==> src/mmd_pkg.sv <==
// Constants shared by the memory map decoder.
// Assumes 20-bit byte addresses from the CPU core and one 40 MHz clock.
// Notes on behaviour
// - Decode a one-megabyte linear space with 20-bit addresses.
// - Internal RAM plus register area decode as one block ending at final address.
// - Data area ends at 0FFFFH under setting 0, at top of megabyte under 0FH.
// - Largest variant data area spans 0D600H to 0FFFFH under setting 0.
// - Under setting 0FH every data area address moves up by 0F0000H.
// - Special function registers decode at 0FF00H to 0FFFFH, top 256 bytes.
// - Placement is issued once after reset; later attempts are ignored.
// - Data area wins over any overlapping region, which is blocked.
// - ROM at 00000H-0D5FFH and 10000H-3FFFFH, or 00000H-3FFFFH under 0FH.
// - External accesses happen only in external expansion mode.
// - Fast fetch enabled gives two bytes per two clocks from ROM.
// - Waits on ROM fetches only at external-equivalent timing, never when fast.
// - Reset selects external-equivalent fetch timing, fast fetch off.
// - Addresses 0 to FFFFH form the base area.
// - 00000H to 0003FH is the vector table.
// - Vector entries are 16-bit, so vectored branches stay in base area.
// - Table call reads a 16-bit entry at 00040H-0007FH, up to 32 entries.
// - Fixed-area call reaches targets 00800H to 00FFFH.
// - Unused vector slots act as ordinary memory.
package mmd_pkg;
    localparam int          ADDR_W         = 20;
    localparam logic [19:0] DATA_LO_BASE   = 20'h0D600;
    localparam logic [19:0] DATA_TOP_OFS   = 20'hF0000;
    localparam logic [19:0] SFR_LO_BASE    = 20'h0FF00;
    localparam logic [19:0] FRAM_LO_BASE   = 20'h0FD00;
    localparam logic [19:0] BASE_AREA_END  = 20'h0FFFF;
    localparam logic [19:0] ROM_END        = 20'h3FFFF;
    localparam logic [19:0] VECT_END       = 20'h0003F;
    localparam logic [19:0] TCALL_BASE     = 20'h00040;
    localparam logic [19:0] FCALL_BASE     = 20'h00800;
    localparam logic [19:0] FCALL_END      = 20'h00FFF;
    localparam logic [3:0]  PLACE_LOW      = 4'h0;
    localparam logic [3:0]  PLACE_HIGH     = 4'hF;
    localparam logic [1:0]  FAST_WAITS     = 2'h0;
    localparam logic [1:0]  SLOW_WAITS     = 2'h2;
    localparam logic [1:0]  FAST_FETCH_CLK = 2'h2;
    typedef enum logic [1:0] {MMD_SEL_NONE, MMD_SEL_ROM, MMD_SEL_DATA, MMD_SEL_EXT} mmd_sel_e;
endpackage

==> src/mmd_decoder.sv <==
// Memory map decoder: placement latch, region select, fetch timing, call targets.
// Assumes a core issuing one registered request per cycle; answers next cycle.
`timescale 1ns/1ps
module mmd_decoder (
    // Clock and reset
    input  wire logic        CLK,
    input  wire logic        RST,
    // Placement instruction
    input  wire logic        PLACE_VALID,
    input  wire logic [3:0]  PLACE_CODE,
    // Mode controls
    input  wire logic        EXP_MODE,
    input  wire logic        FAST_FETCH_EN,
    // Access request
    input  wire logic        REQ,
    input  wire logic        REQ_FETCH,
    input  wire logic [19:0] REQ_ADDR,
    // Call targets
    input  wire logic        TCALL_REQ,
    input  wire logic [4:0]  TCALL_IDX,
    input  wire logic        FCALL_REQ,
    input  wire logic [10:0] FCALL_OFS,
    input  wire logic        VEC_REQ,
    input  wire logic [4:0]  VEC_IDX,
    // Region selects
    output logic             SEL_ROM,
    output logic             SEL_DATA,
    output logic             SEL_SFR,
    output logic             SEL_EXT,
    output logic             ACC_BLOCKED,
    output logic             IN_BASE,
    output logic [1:0]       WAIT_CNT,
    output logic             FAST_FETCH,
    output logic             FETCH_FAULT,
    // Placement state
    output logic             PLACED,
    output logic             PLACE_HIGH_Q,
    // Table address for calls and vectors
    output logic             TBL_VALID,
    output logic [19:0]      TBL_ADDR
);
    logic        placed_r;
    logic        high_r;
    logic        fast_r;
    logic [19:0] d_lo;
    logic [19:0] d_off;
    logic        in_data;
    logic        in_sfr;
    logic        in_fram;
    logic        in_rom;

    // Address moved down to the low placement; both placements share one compare
    function automatic logic [19:0] rel(input logic [19:0] a, input logic hi);
        rel = hi ? (a - mmd_pkg::DATA_TOP_OFS) : a;
    endfunction

    // Inclusive address range test shared by the range checks below
    function automatic logic in_rng(input logic [19:0] a, input logic [19:0] lo, input logic [19:0] hi);
        in_rng = (a >= lo) && (a <= hi);
    endfunction

    // One-time placement latch
    always_ff @(posedge CLK or posedge RST) begin
        if (RST) begin
            placed_r <= 1'b0;
            high_r   <= 1'b0;
        end else if (PLACE_VALID && !placed_r) begin
            placed_r <= 1'b1;
            high_r   <= (PLACE_CODE == mmd_pkg::PLACE_HIGH);
        end
    end

    // Fetch speed control; reset puts ROM at external-equivalent speed
    always_ff @(posedge CLK or posedge RST) begin
        if (RST)
            fast_r <= 1'b0;
        else
            fast_r <= FAST_FETCH_EN;
    end

    always_comb begin
        d_off   = rel(REQ_ADDR, high_r);
        d_lo    = high_r ? (mmd_pkg::DATA_LO_BASE + mmd_pkg::DATA_TOP_OFS) : mmd_pkg::DATA_LO_BASE;
        in_data = (REQ_ADDR >= d_lo) && (d_off <= mmd_pkg::BASE_AREA_END)
                  && (!high_r || REQ_ADDR >= mmd_pkg::DATA_TOP_OFS);
        in_sfr  = in_data && (d_off >= mmd_pkg::SFR_LO_BASE);
        in_fram = in_data && (d_off >= mmd_pkg::FRAM_LO_BASE);
        in_rom  = (REQ_ADDR <= mmd_pkg::ROM_END) && !in_data;
    end

    // Region select, registered; data area has priority
    always_ff @(posedge CLK or posedge RST) begin
        if (RST) begin
            SEL_ROM     <= 1'b0;
            SEL_DATA    <= 1'b0;
            SEL_SFR     <= 1'b0;
            SEL_EXT     <= 1'b0;
            ACC_BLOCKED <= 1'b0;
            IN_BASE     <= 1'b0;
            FETCH_FAULT <= 1'b0;
        end else begin
            SEL_ROM     <= REQ && in_rom;
            SEL_DATA    <= REQ && in_data && !in_sfr;
            SEL_SFR     <= REQ && in_sfr;
            SEL_EXT     <= REQ && !in_rom && !in_data && EXP_MODE;
            ACC_BLOCKED <= REQ && !in_rom && !in_data && !EXP_MODE;
            IN_BASE     <= REQ && (REQ_ADDR <= mmd_pkg::BASE_AREA_END);
            // Flags a core fetch into fast RAM or registers; core must avoid it
            FETCH_FAULT <= REQ && REQ_FETCH && in_fram;
        end
    end

    // Waits and fetch width for ROM fetches
    always_ff @(posedge CLK or posedge RST) begin
        if (RST) begin
            WAIT_CNT   <= mmd_pkg::SLOW_WAITS;
            FAST_FETCH <= 1'b0;
        end else begin
            WAIT_CNT   <= (REQ && REQ_FETCH && in_rom && fast_r) ? mmd_pkg::FAST_WAITS
                                                                 : mmd_pkg::SLOW_WAITS;
            FAST_FETCH <= REQ && REQ_FETCH && in_rom && fast_r;
        end
    end

    always_ff @(posedge CLK or posedge RST) begin
        if (RST) begin
            PLACED       <= 1'b0;
            PLACE_HIGH_Q <= 1'b0;
        end else begin
            PLACED       <= placed_r;
            PLACE_HIGH_Q <= high_r;
        end
    end

    // Table addresses: 16-bit entries, so targets always stay in the base area
    always_ff @(posedge CLK or posedge RST) begin
        if (RST) begin
            TBL_VALID <= 1'b0;
            TBL_ADDR  <= 20'h00000;
        end else begin
            TBL_VALID <= VEC_REQ || TCALL_REQ || FCALL_REQ;
            if (VEC_REQ)
                TBL_ADDR <= {14'h0000, VEC_IDX, 1'b0};
            else if (TCALL_REQ)
                TBL_ADDR <= mmd_pkg::TCALL_BASE | {14'h0000, TCALL_IDX, 1'b0};
            else if (FCALL_REQ)
                TBL_ADDR <= mmd_pkg::FCALL_BASE | {9'h000, FCALL_OFS};
        end
    end
endmodule

==> config.mk <==
export PLATFORM = sky130hd
export DESIGN_NAME = mmd_decoder
export DESIGN_NICKNAME = d
export VERILOG_FILES = /design/src/mmd_pkg.sv /design/src/mmd_decoder.sv
export SDC_FILE = /design/constraint.sdc
export NUM_CORES = 1
export LEC_CHECK = 0
export BUFFER_PORTS_ARGS = -buffer_cell sky130_fd_sc_hd__buf_4
export CAP_MARGIN = 20
export CORE_MARGIN = 1.5
export CORE_UTILIZATION = 46
export CTS_CLUSTER_SIZE = 14
export DETAILED_ROUTE_END_ITERATION = 6
export GPL_TIMING_DRIVEN = 0
export PLACE_DENSITY_LB_ADDON = 0.25
export SYNTH_ARGS = -nofsm -noshare
export SYNTH_HDL_FRONTEND = slang
export SYNTH_SLANG_ARGS = --single-unit
==> constraint.sdc <==
create_clock -name CLK -period 3.7 [get_ports CLK]
set_clock_uncertainty 0.2 [all_clocks]
set_input_delay 0.37 -clock CLK [delete_from_list [all_inputs] [get_ports CLK]]
set_output_delay 0.37 -clock CLK [all_outputs]
set_load 0.02 [all_outputs]
==> out/metrics.csv, run 1 <==
metric,value,unit
CTS root buf,clkbuf_4,
family with the most delay on the worst path,simple AND/OR/NAND/NOR gates,
reg2reg end,SEL_DATA,
status,"finished, final reports clean",
drt pass-1 iters,4,
Initial Util,48.81,%
RePlAce Congestion,0.7978,
hold path cells,2,
CTS Buf Count,3,
Nets,303,
switching pwr,0.0001742,W
gr ovfl total,0,
GR Layer Usage met2,34.63,%
Layout Cells excl Fill,285,
final period utilization,56.16,%
Post-DRT Antenna Nets,0,
met1 Usage GRT,21.82,%
"Data arrival, critical path",2100,ps
DP HPWL,2.733,mm
# resized after CTS,0,
CTS tree,done,
Fmax,0.4812,GHz
# clock sinks,27,
Critical Path Stages,6,
CP cell instances,inv_1 -> ha_1 -> nand4_1 -> a211oi_1 -> nor2_1 -> nor4_1,
core box area,3053,µm²
CP max-delay cell,dfrtp_1,
Rel. slew slack,65.55,%
max-slew violations,0,
R2R setup slack,1620,ps
# DRC,0,
H-tree Lvls,1,
Worst R2R Start,high_r,
GRT Max-Usage Layer,met2,
Slew @ Worst Pin,516.7,ps
crit start category,flip-flop,
die width,59.92,µm
CP bufs+invs,1,
first-pass GRT wire length,5.057,mm
Cells after Synth,149,
height of the chip,59.92,µm
Synth Cell Area,1490,µm²
sequential fraction of the synthesis area,45.42,%
"Distinct cells, synth",40,
I/O pins,88,
n_diodes,0,
"leading cell type in the layout, fill and taps excluded",buf_4,
Int Power,0.0004332,W
Port Buffers,76,
hold path start,PLACE_VALID,
layout cells sized above 1,42.74,%
Worst Path Required,3730,ps
Mean Syn Cell Area,10.00,µm²
clock-pin transition on the worst setup and hold timing paths,150,ps
yosys warns,0,
vias in the first global route,1239,
VDD IR max,0.2069,mV
Max clock buf depth,2,
Gate power share,27.4,%
GRT Overall Usage,18.80,%
Post-CTS Hold Buffers,2,
clock share of power,20.9,%
hold endpoint,placed_r,
vias after detailed routing,1400,
crit path kind,reg -> reg,
CP Max Fanout,6,
Worst setup EP type,flip-flop,
routed vias/inst,4.912,
Leak,1.129,nW
post-placement cell count,277,
Final setup viols,0,
switching part of the total power,28.69,%
RSZ-0062 raised after global routing,false,
setup_tns,0,ps
Detailed Route WL,3.385,mm
worst skew pair latency,330,ps
Avg WL per Cell,11.88,µm
antenna violations before repair,0,
Area growth syn-to-layout,49.87,%
Hold WC Path Type,in -> reg,
max incr delay on CP,480,ps
sequential power share,51.7,%
met3 Use GR,4.762,%
Final Hold Viols,0,
Reg2Reg Depth,6,
fin crit period,2078,ps
die area,3590,µm²
setup bufs post-CTS,0,
initial drt markers,22,
Std-Cell Rows,20,
power density over cell area,272.0,nW/µm²
most frequent cells in the layout,"85 x buf_4, 26 x dfrtp_1, 19 x nor2_1",
pin count of the biggest net entering global routing,28,
register bit total from synthesis,27,
Max-Cap Viols,0,
==> area by class of cell <==
type	instances	area, µm²
well taps	44	55.05
fillers	254	819.5
plain buffers	14	88.84
flip-flops and latches	27	676.9
inverters	7	26.28
multi-input cells	109	728.2
clock buffers	3	22.52
clock inverters	1	7.507
repair buffers	80	628.1
==> routing by layer <==
layer	up-vias	wire length (µm)	part of all wire (%)
met3	2	235	6.9
met5	-	0	0
met4	0	12	0.35
li1	695	-	-
met1	656	1312	39
met2	47	1825	54
==> metrics by stage <==
stage | util (%) | worst slack, ps | instance area, µm² | total power, W | hold WS, ps
final | 73.16 | 1622 | 2233 | 0.0006074 | 29.03
after global routing | 73.16 | 1283 | 2233 | 0.0006428 | 9.435
after CTS | 71.93 | 1588 | 2196 | 0.0006071 | 21.95
after detailed placement | 70.29 | 1642 | 2146 | 0.0004802 | 206.3
after global placement | 70.29 | 1641 | 2146 | 0.0004768 | 204.3
after floorplan | - | 1866 | 1520 | 0.0004009 | 182.3
==> flip-flops by register name, indices dropped and copies added (netlist names) <==
signal,count
placed_r,1
PLACED,1
IN_BASE,1
SEL_ROM,1
high_r,1
TBL_ADDR,12
TBL_VALID,1
SEL_EXT,1
fast_r,1
FETCH_FAULT,1
FAST_FETCH,1
SEL_DATA,1
PLACE_HIGH_Q,1
ACC_BLOCKED,1
SEL_SFR,1
WAIT_CNT,1
==> worst max-delay path by stage <==
stage	to	startpoint
after global routing	SEL_DATA	high_r
after CTS	SEL_DATA	high_r
after global placement	SEL_DATA	high_r
after detailed placement	SEL_DATA	high_r
final	SEL_DATA	high_r
after floorplan	ACC_BLOCKED	high_r
==> power groups by stage <==
stage	registers [W]	logic (W)	clock network [W]
global placement	0.000319	0.000158	0
global route	0.000315	0.000183	0.000145
CTS	0.000314	0.000163	0.000130
floorplan	0.000334	0.0000668	0
finish	0.000314	0.000166	0.000127
detailed placement	0.000320	0.000161	0
==> cells by family after synthesis <==
kind of cell | Yosys count | share of synthesized area, %
buffers and inverters | 21 | 7.725
flip-flops | 27 | 45.42
other | 1 | 0.2516
AND/OR/NAND/NOR | 54 | 19.73
adder cells (fa/ha/maj) | 6 | 5.038
AO/OA/AOI/OAI | 28 | 13.60
XOR/XNOR | 1 | 0.5878
multiplexers | 11 | 7.641
==> cells in the mapped netlist <==
| library cell | number | share of area (%) |
|---|---|---|
| nor4b_2 | 1 | 1.0 |
| dfrtp_1 | 26 | 44 |
| buf_2 | 2 | 0.67 |
| nand3b_1 | 1 | 0.50 |
| o21ai_0 | 8 | 2.7 |
| o211a_1 | 1 | 0.67 |
| dfstp_2 | 1 | 1.8 |
| mux2i_1 | 10 | 6.7 |
| nand2b_1 | 1 | 0.42 |
| a21boi_0 | 1 | 0.50 |
| xor2_1 | 1 | 0.59 |
| nor4_2 | 1 | 0.84 |
| and4_1 | 1 | 0.59 |
| and3_1 | 2 | 0.84 |
| or3_1 | 1 | 0.42 |
| nand4_2 | 1 | 0.84 |
| o31ai_1 | 2 | 1.0 |
| ha_1 | 6 | 5.0 |
| clkbuf_1 | 3 | 0.76 |
| nand2_1 | 11 | 2.8 |
| nand3_1 | 2 | 0.67 |
| nor2b_1 | 1 | 0.42 |
| nor2_1 | 19 | 4.8 |
| nor4_1 | 4 | 1.7 |
| o21bai_1 | 1 | 0.50 |
| or2_2 | 1 | 0.42 |
| nand3_2 | 1 | 0.67 |
| inv_1 | 7 | 1.8 |
| a41o_1 | 1 | 0.67 |
| a41oi_4 | 1 | 1.8 |
| a211oi_1 | 5 | 2.5 |
| mux2i_2 | 1 | 0.92 |
| conb_1 | 1 | 0.25 |
| o31ai_2 | 1 | 0.84 |
| buf_4 | 9 | 4.5 |
| a21oi_1 | 7 | 2.4 |
| and3_2 | 1 | 0.50 |
| nor3_2 | 1 | 0.67 |
| or2_1 | 1 | 0.42 |
| nand4_1 | 3 | 1.3 |
Power figures use the tool's default switching activity.
==> inputs of run 2 (changes only) <==
CORE_UTILIZATION = 39   (was 46)
clock period = 1.8 ns   (was 3.7 ns; I/O delays follow)
==> out/metrics.csv, run 2 (synthesis gave the netlist of run 1 again) <==
metric,value,unit
"Data arrival, critical path",1870,ps
Final Hold Viols,0,
sequential power share,46.7,%
final period utilization,105.0,%
R2R setup slack,-90,ps
Detailed Route WL,3.977,mm
Fmax,0.5291,GHz
pin count of the biggest net entering global routing,28,
Layout Cells excl Fill,303,
Multi-input gate area,824.5,µm²
first-pass GRT wire length,6.037,mm
met3 Use GR,2.257,%
met1 Usage GRT,20.98,%
Max clock buf depth,2,
n_diodes,0,
GRT Overall Usage,18.25,%
Std-Cell Rows,22,
"leading cell type in the layout, fill and taps excluded",buf_4,
CP Max Fanout,5,
CTS root buf,clkbuf_8,
RePlAce Congestion,0.7569,
Max-Cap Viols,0,
Hold WC Path Type,in -> reg,
Slew @ Worst Pin,504.8,ps
Rel. slew slack,66.34,%
worst skew pair latency,270,ps
CTS Buf Count,3,
fin crit period,1890,ps
gr ovfl total,0,
Leak,1.205,nW
Worst Path Required,1780,ps
Gate power share,28.7,%
max-slew violations,0,
Largest Register,TBL_ADDR,
die width,64.82,µm
Avg WL per Cell,13.13,µm
status,finished with violations,
VDD IR max,0.2527,mV
CTS tree,done,
# clock sinks,27,
reg2reg end,SEL_EXT,
initial drt markers,42,
GRT Max-Usage Layer,met2,
post-placement cell count,281,
core box area,3661,µm²
Final setup viols,6,
drt pass-1 iters,4,
GR Layer Usage met2,34.15,%
fillers,317,
most frequent cells in the layout,"89 x buf_4, 25 x dfrtp_1, 18 x nor2_1",
I/O pins,88,
failing checks,setup timing,
Port Buffers,76,
Worst setup EP type,flip-flop,
crit path kind,reg -> reg,
PnR worst setup slack,-90.03,ps
H-tree Lvls,1,
die area,4201,µm²
Post-DRT Antenna Nets,0,
setup_tns,-234.6,ps
RSZ-0062 raised after global routing,true,
Nets,317,
register area,678.2,µm²
Initial Util,40.70,%
clock share of power,24.7,%
# DRC,0,
switching pwr,0.0003876,W
height of the chip,64.82,µm
antenna violations before repair,0,
Area growth syn-to-layout,66.92,%
Worst R2R Start,high_r,
hold path start,FCALL_OFS[0],
clock-pin transition on the worst setup and hold timing paths,90,ps
power density over cell area,554.6,nW/µm²
vias after detailed routing,1457,
Reg2Reg Depth,6,
vias in the first global route,1441,
layout cells sized above 1,47.45,%
crit start category,flip-flop,
hold endpoint,TBL_ADDR[0],
Int Power,0.0009919,W
number of flip-flops under the largest register name,12,
routed vias/inst,4.809,
hold path cells,3,
DP HPWL,2.714,mm
switching part of the total power,28.10,%
## run 2: stage by stage
stage / total power, W / util, % / hold slack, ps / cell area [µm²] / setup slack [ps]
3_5_place_dp: 0.0009877 / 58.75 / 93.67 / 2151 / -219.9
5_1_grt: 0.001457 / 67.94 / 4.893 / 2487 / -156.1
3_3_place_gp: 0.0009820 / 58.75 / 96.86 / 2151 / -211.6
6_report: 0.001379 / 67.94 / 4.819 / 2487 / -90.03
2_1_floorplan: 0.0008242 / - / 11.43 / 1520 / 3.149
4_1_cts: 0.001360 / 64.70 / 3.692 / 2369 / -25.10
## run 2: routing by layer
metal  wire, µm  share of wire (%)
met5          0                  0
met4         34               0.85
met3        319                8.0
met2       2094                 53
met1       1529                 38
## run 2: repair_timing
action                     in CTS  in global routing
resized for setup               7                 10
buffers inserted                2                  2
setup endpoints to repair       8                  8
hold endpoints to repair       39                  0
pin swaps                       5                  5
hold buffers                   13                  0
## run 2: power groups by stage
stage / registers, W / clock network [W] / logic [W]
2_1_floorplan: 0.000687 / 0 / 0.000137
3_3_place_gp: 0.000655 / 0 / 0.000327
3_5_place_dp: 0.000656 / 0 / 0.000331
4_1_cts: 0.000644 / 0.000354 / 0.000362
5_1_grt: 0.000647 / 0.000379 / 0.000431
6_report: 0.000644 / 0.000340 / 0.000395
## run 2: layout make-up
class / count / share of cell area, %
clock inverters: 1 / 0.3018
clock buffers: 3 / 1.660
inverters: 7 / 1.157
multi-input cells: 109 / 33.15
flip-flops and latches: 27 / 27.26
plain buffers: 14 / 3.571
repair buffers: 94 / 30.48
well taps: 48 / 2.414
## run 2: how the worst max path moves through the flow
stage	start	end	slack, ps
finish	high_r	SEL_EXT	-90
CTS	high_r	SEL_SFR	-30
detailed placement	high_r	SEL_DATA	-220
floorplan	high_r	ACC_BLOCKED	3
global route	high_r	SEL_EXT	-160
global placement	high_r	SEL_SFR	-210
## run 2: worst max-delay path, cell delays in order, from the launching register on
cell and delay, ps:
dfrtp_2 430, inv_4 120, ha_4 210, a211oi_2 190, o21bai_1 120, o211a_1 300, a211oi_2 230
==> inputs of run 3 (changes only) <==
CORE_UTILIZATION = 46   (was 39)
clock period = 2.2 ns   (was 1.8 ns; I/O delays follow)
==> out/metrics.csv, run 3 (synthesis gave the netlist of run 1 again) <==
metric,value,unit
vias in the first global route,1349,
Leak,1.182,nW
Power Total,0.001041,W
Routed met3 length,229,µm
H-tree Lvls,1,
VDD IR max,0.3554,mV
reg2reg end,SEL_EXT,
antenna violations before repair,0,
max incr delay on CP,480,ps
setup_tns,0,ps
die area,3590,µm²
first-pass GRT wire length,5.520,mm
Hold WC Path Type,in -> reg,
GRT Overall Usage,20.61,%
status,"finished, final reports clean",
R2R setup slack,220,ps
Initial Util,48.81,%
CP cell instances,inv_2 -> ha_1 -> a211oi_1 -> o21bai_1 -> o211a_1 -> a211oi_1,
Gate power share,28.9,%
core box area,3053,µm²
met2 wire length,1.945,mm
vias after detailed routing,1471,
number of flip-flops under the largest register name,12,
drt pass-1 iters,4,
# clock sinks,27,
routed vias/inst,4.920,
Reg2Reg Depth,6,
Nets,317,
CP Max Fanout,6,
"Data arrival, critical path",2010,ps
# DRC,0,
clock share of power,20.4,%
most frequent cells in the layout,"85 x buf_4, 25 x dfrtp_1, 19 x nor2_1",
Max clock buf depth,2,
initial drt markers,39,
RePlAce Congestion,0.7978,
final instance area,2380,µm²
Final Hold Viols,0,
CTS root buf,clkbuf_4,
RSZ-0062 raised after global routing,false,
pin count of the biggest net entering global routing,28,
Worst setup EP type,flip-flop,
max-slew violations,0,
hold endpoint,TBL_ADDR[1],
M1 WL,1.406,mm
CP max-delay cell,dfrtp_2,
I/O pins,88,
hold path cells,3,
Post-DRT Antenna Nets,0,
Final Util,77.95,%
Rel. slew slack,65.55,%
crit path kind,reg -> reg,
hold path start,VEC_IDX[0],
Detailed Route WL,3.646,mm
worst skew pair latency,320,ps
Worst Path Required,2230,ps
power density over cell area,437.6,nW/µm²
gr ovfl total,0,
Final setup viols,0,
Port Buffers,76,
switching pwr,0.0002974,W
top layer in use,met4,
crit start category,flip-flop,
sequential power share,50.7,%
Avg WL per Cell,12.19,µm
n_diodes,0,
die width,59.92,µm
layout cells sized above 1,41.57,%
critical path's most frequent cell,a211oi_1,
"leading cell type in the layout, fill and taps excluded",buf_4,
CTS tree,done,
Slew @ Worst Pin,516.8,ps
setup bufs post-CTS,0,
Worst Setup SP,high_r,
Int Power,0.0007441,W
Fmax,0.5057,GHz
final period utilization,89.89,%
Area growth syn-to-layout,59.70,%
Post-DP Area,2146,µm²
Std-Cell Rows,20,
CTS Buf Count,3,
switching part of the total power,28.55,%
Max-Cap Viols,0,
fin crit period,1978,ps
clock-pin transition on the worst setup and hold timing paths,150,ps
Largest Register,TBL_ADDR,
height of the chip,59.92,µm
Worst R2R Start,high_r,
DP HPWL,2.733,mm
[run 3: layout make-up]
type / instances / area (µm²)
clock inverter: 1 / 7.507
timing repair buffer: 94 / 768.2
clock buffer: 3 / 22.52
sequential: 27 / 678.2
fill: 216 / 673.1
tap: 44 / 55.05
inverter: 7 / 26.28
buffer: 14 / 88.84
multi-input combinational: 109 / 733.2
[run 3: per-layer routing]
layer  vias to the layer above  GRT usage, %
met5                         -             0
met4                         0         6.667
met3                         8         4.762
met2                        51         37.73
met1                       689         23.34
li1                        723             -
[run 3: what timing repair did]
| action | 4_1_cts | 5_1_grt |
|---|---|---|
| endpoints found under the hold margin | 43 | 0 |
| hold buffers | 17 | 0 |
| resized for setup | 0 | 3 |
| endpoints found under the setup margin | 0 | 7 |
[run 3: how the worst max path moves through the flow]
stage                  endpoint  depth (start not counted)
finish                  SEL_EXT                          6
global route        ACC_BLOCKED                          6
CTS                    SEL_DATA                          6
detailed placement     SEL_DATA                          6
global placement       SEL_DATA                          6
floorplan           ACC_BLOCKED                          6
[run 3: power by group through the flow]
stage | sequential [W] | combinational (W) | clock [W]
CTS | 0.000528 | 0.000294 | 0.000219
finish | 0.000528 | 0.000301 | 0.000212
global placement | 0.000536 | 0.000265 | 0
floorplan | 0.000562 | 0.000112 | 0
global route | 0.000531 | 0.000329 | 0.000243
detailed placement | 0.000538 | 0.000270 | 0
[run 3: critical path, delay by kind of cell (launching register included)]
family          cells  cell delay [ps]
flops               1              480
fa+ha+maj           1              250
compound gates      4              840
buf+inv             1              110
[run 3: metrics by stage]
step / hold WS (ps) / std cells / worst slack [ps]
after floorplan: 51.43 / 157 / 365.7
after global placement: 130.5 / 277 / 140.8
after detailed placement: 134.2 / 277 / 142.0
after CTS: 5.456 / 298 / 88.09
after global routing: 19.07 / 299 / 20.38
final: 12.65 / 299 / 222.5
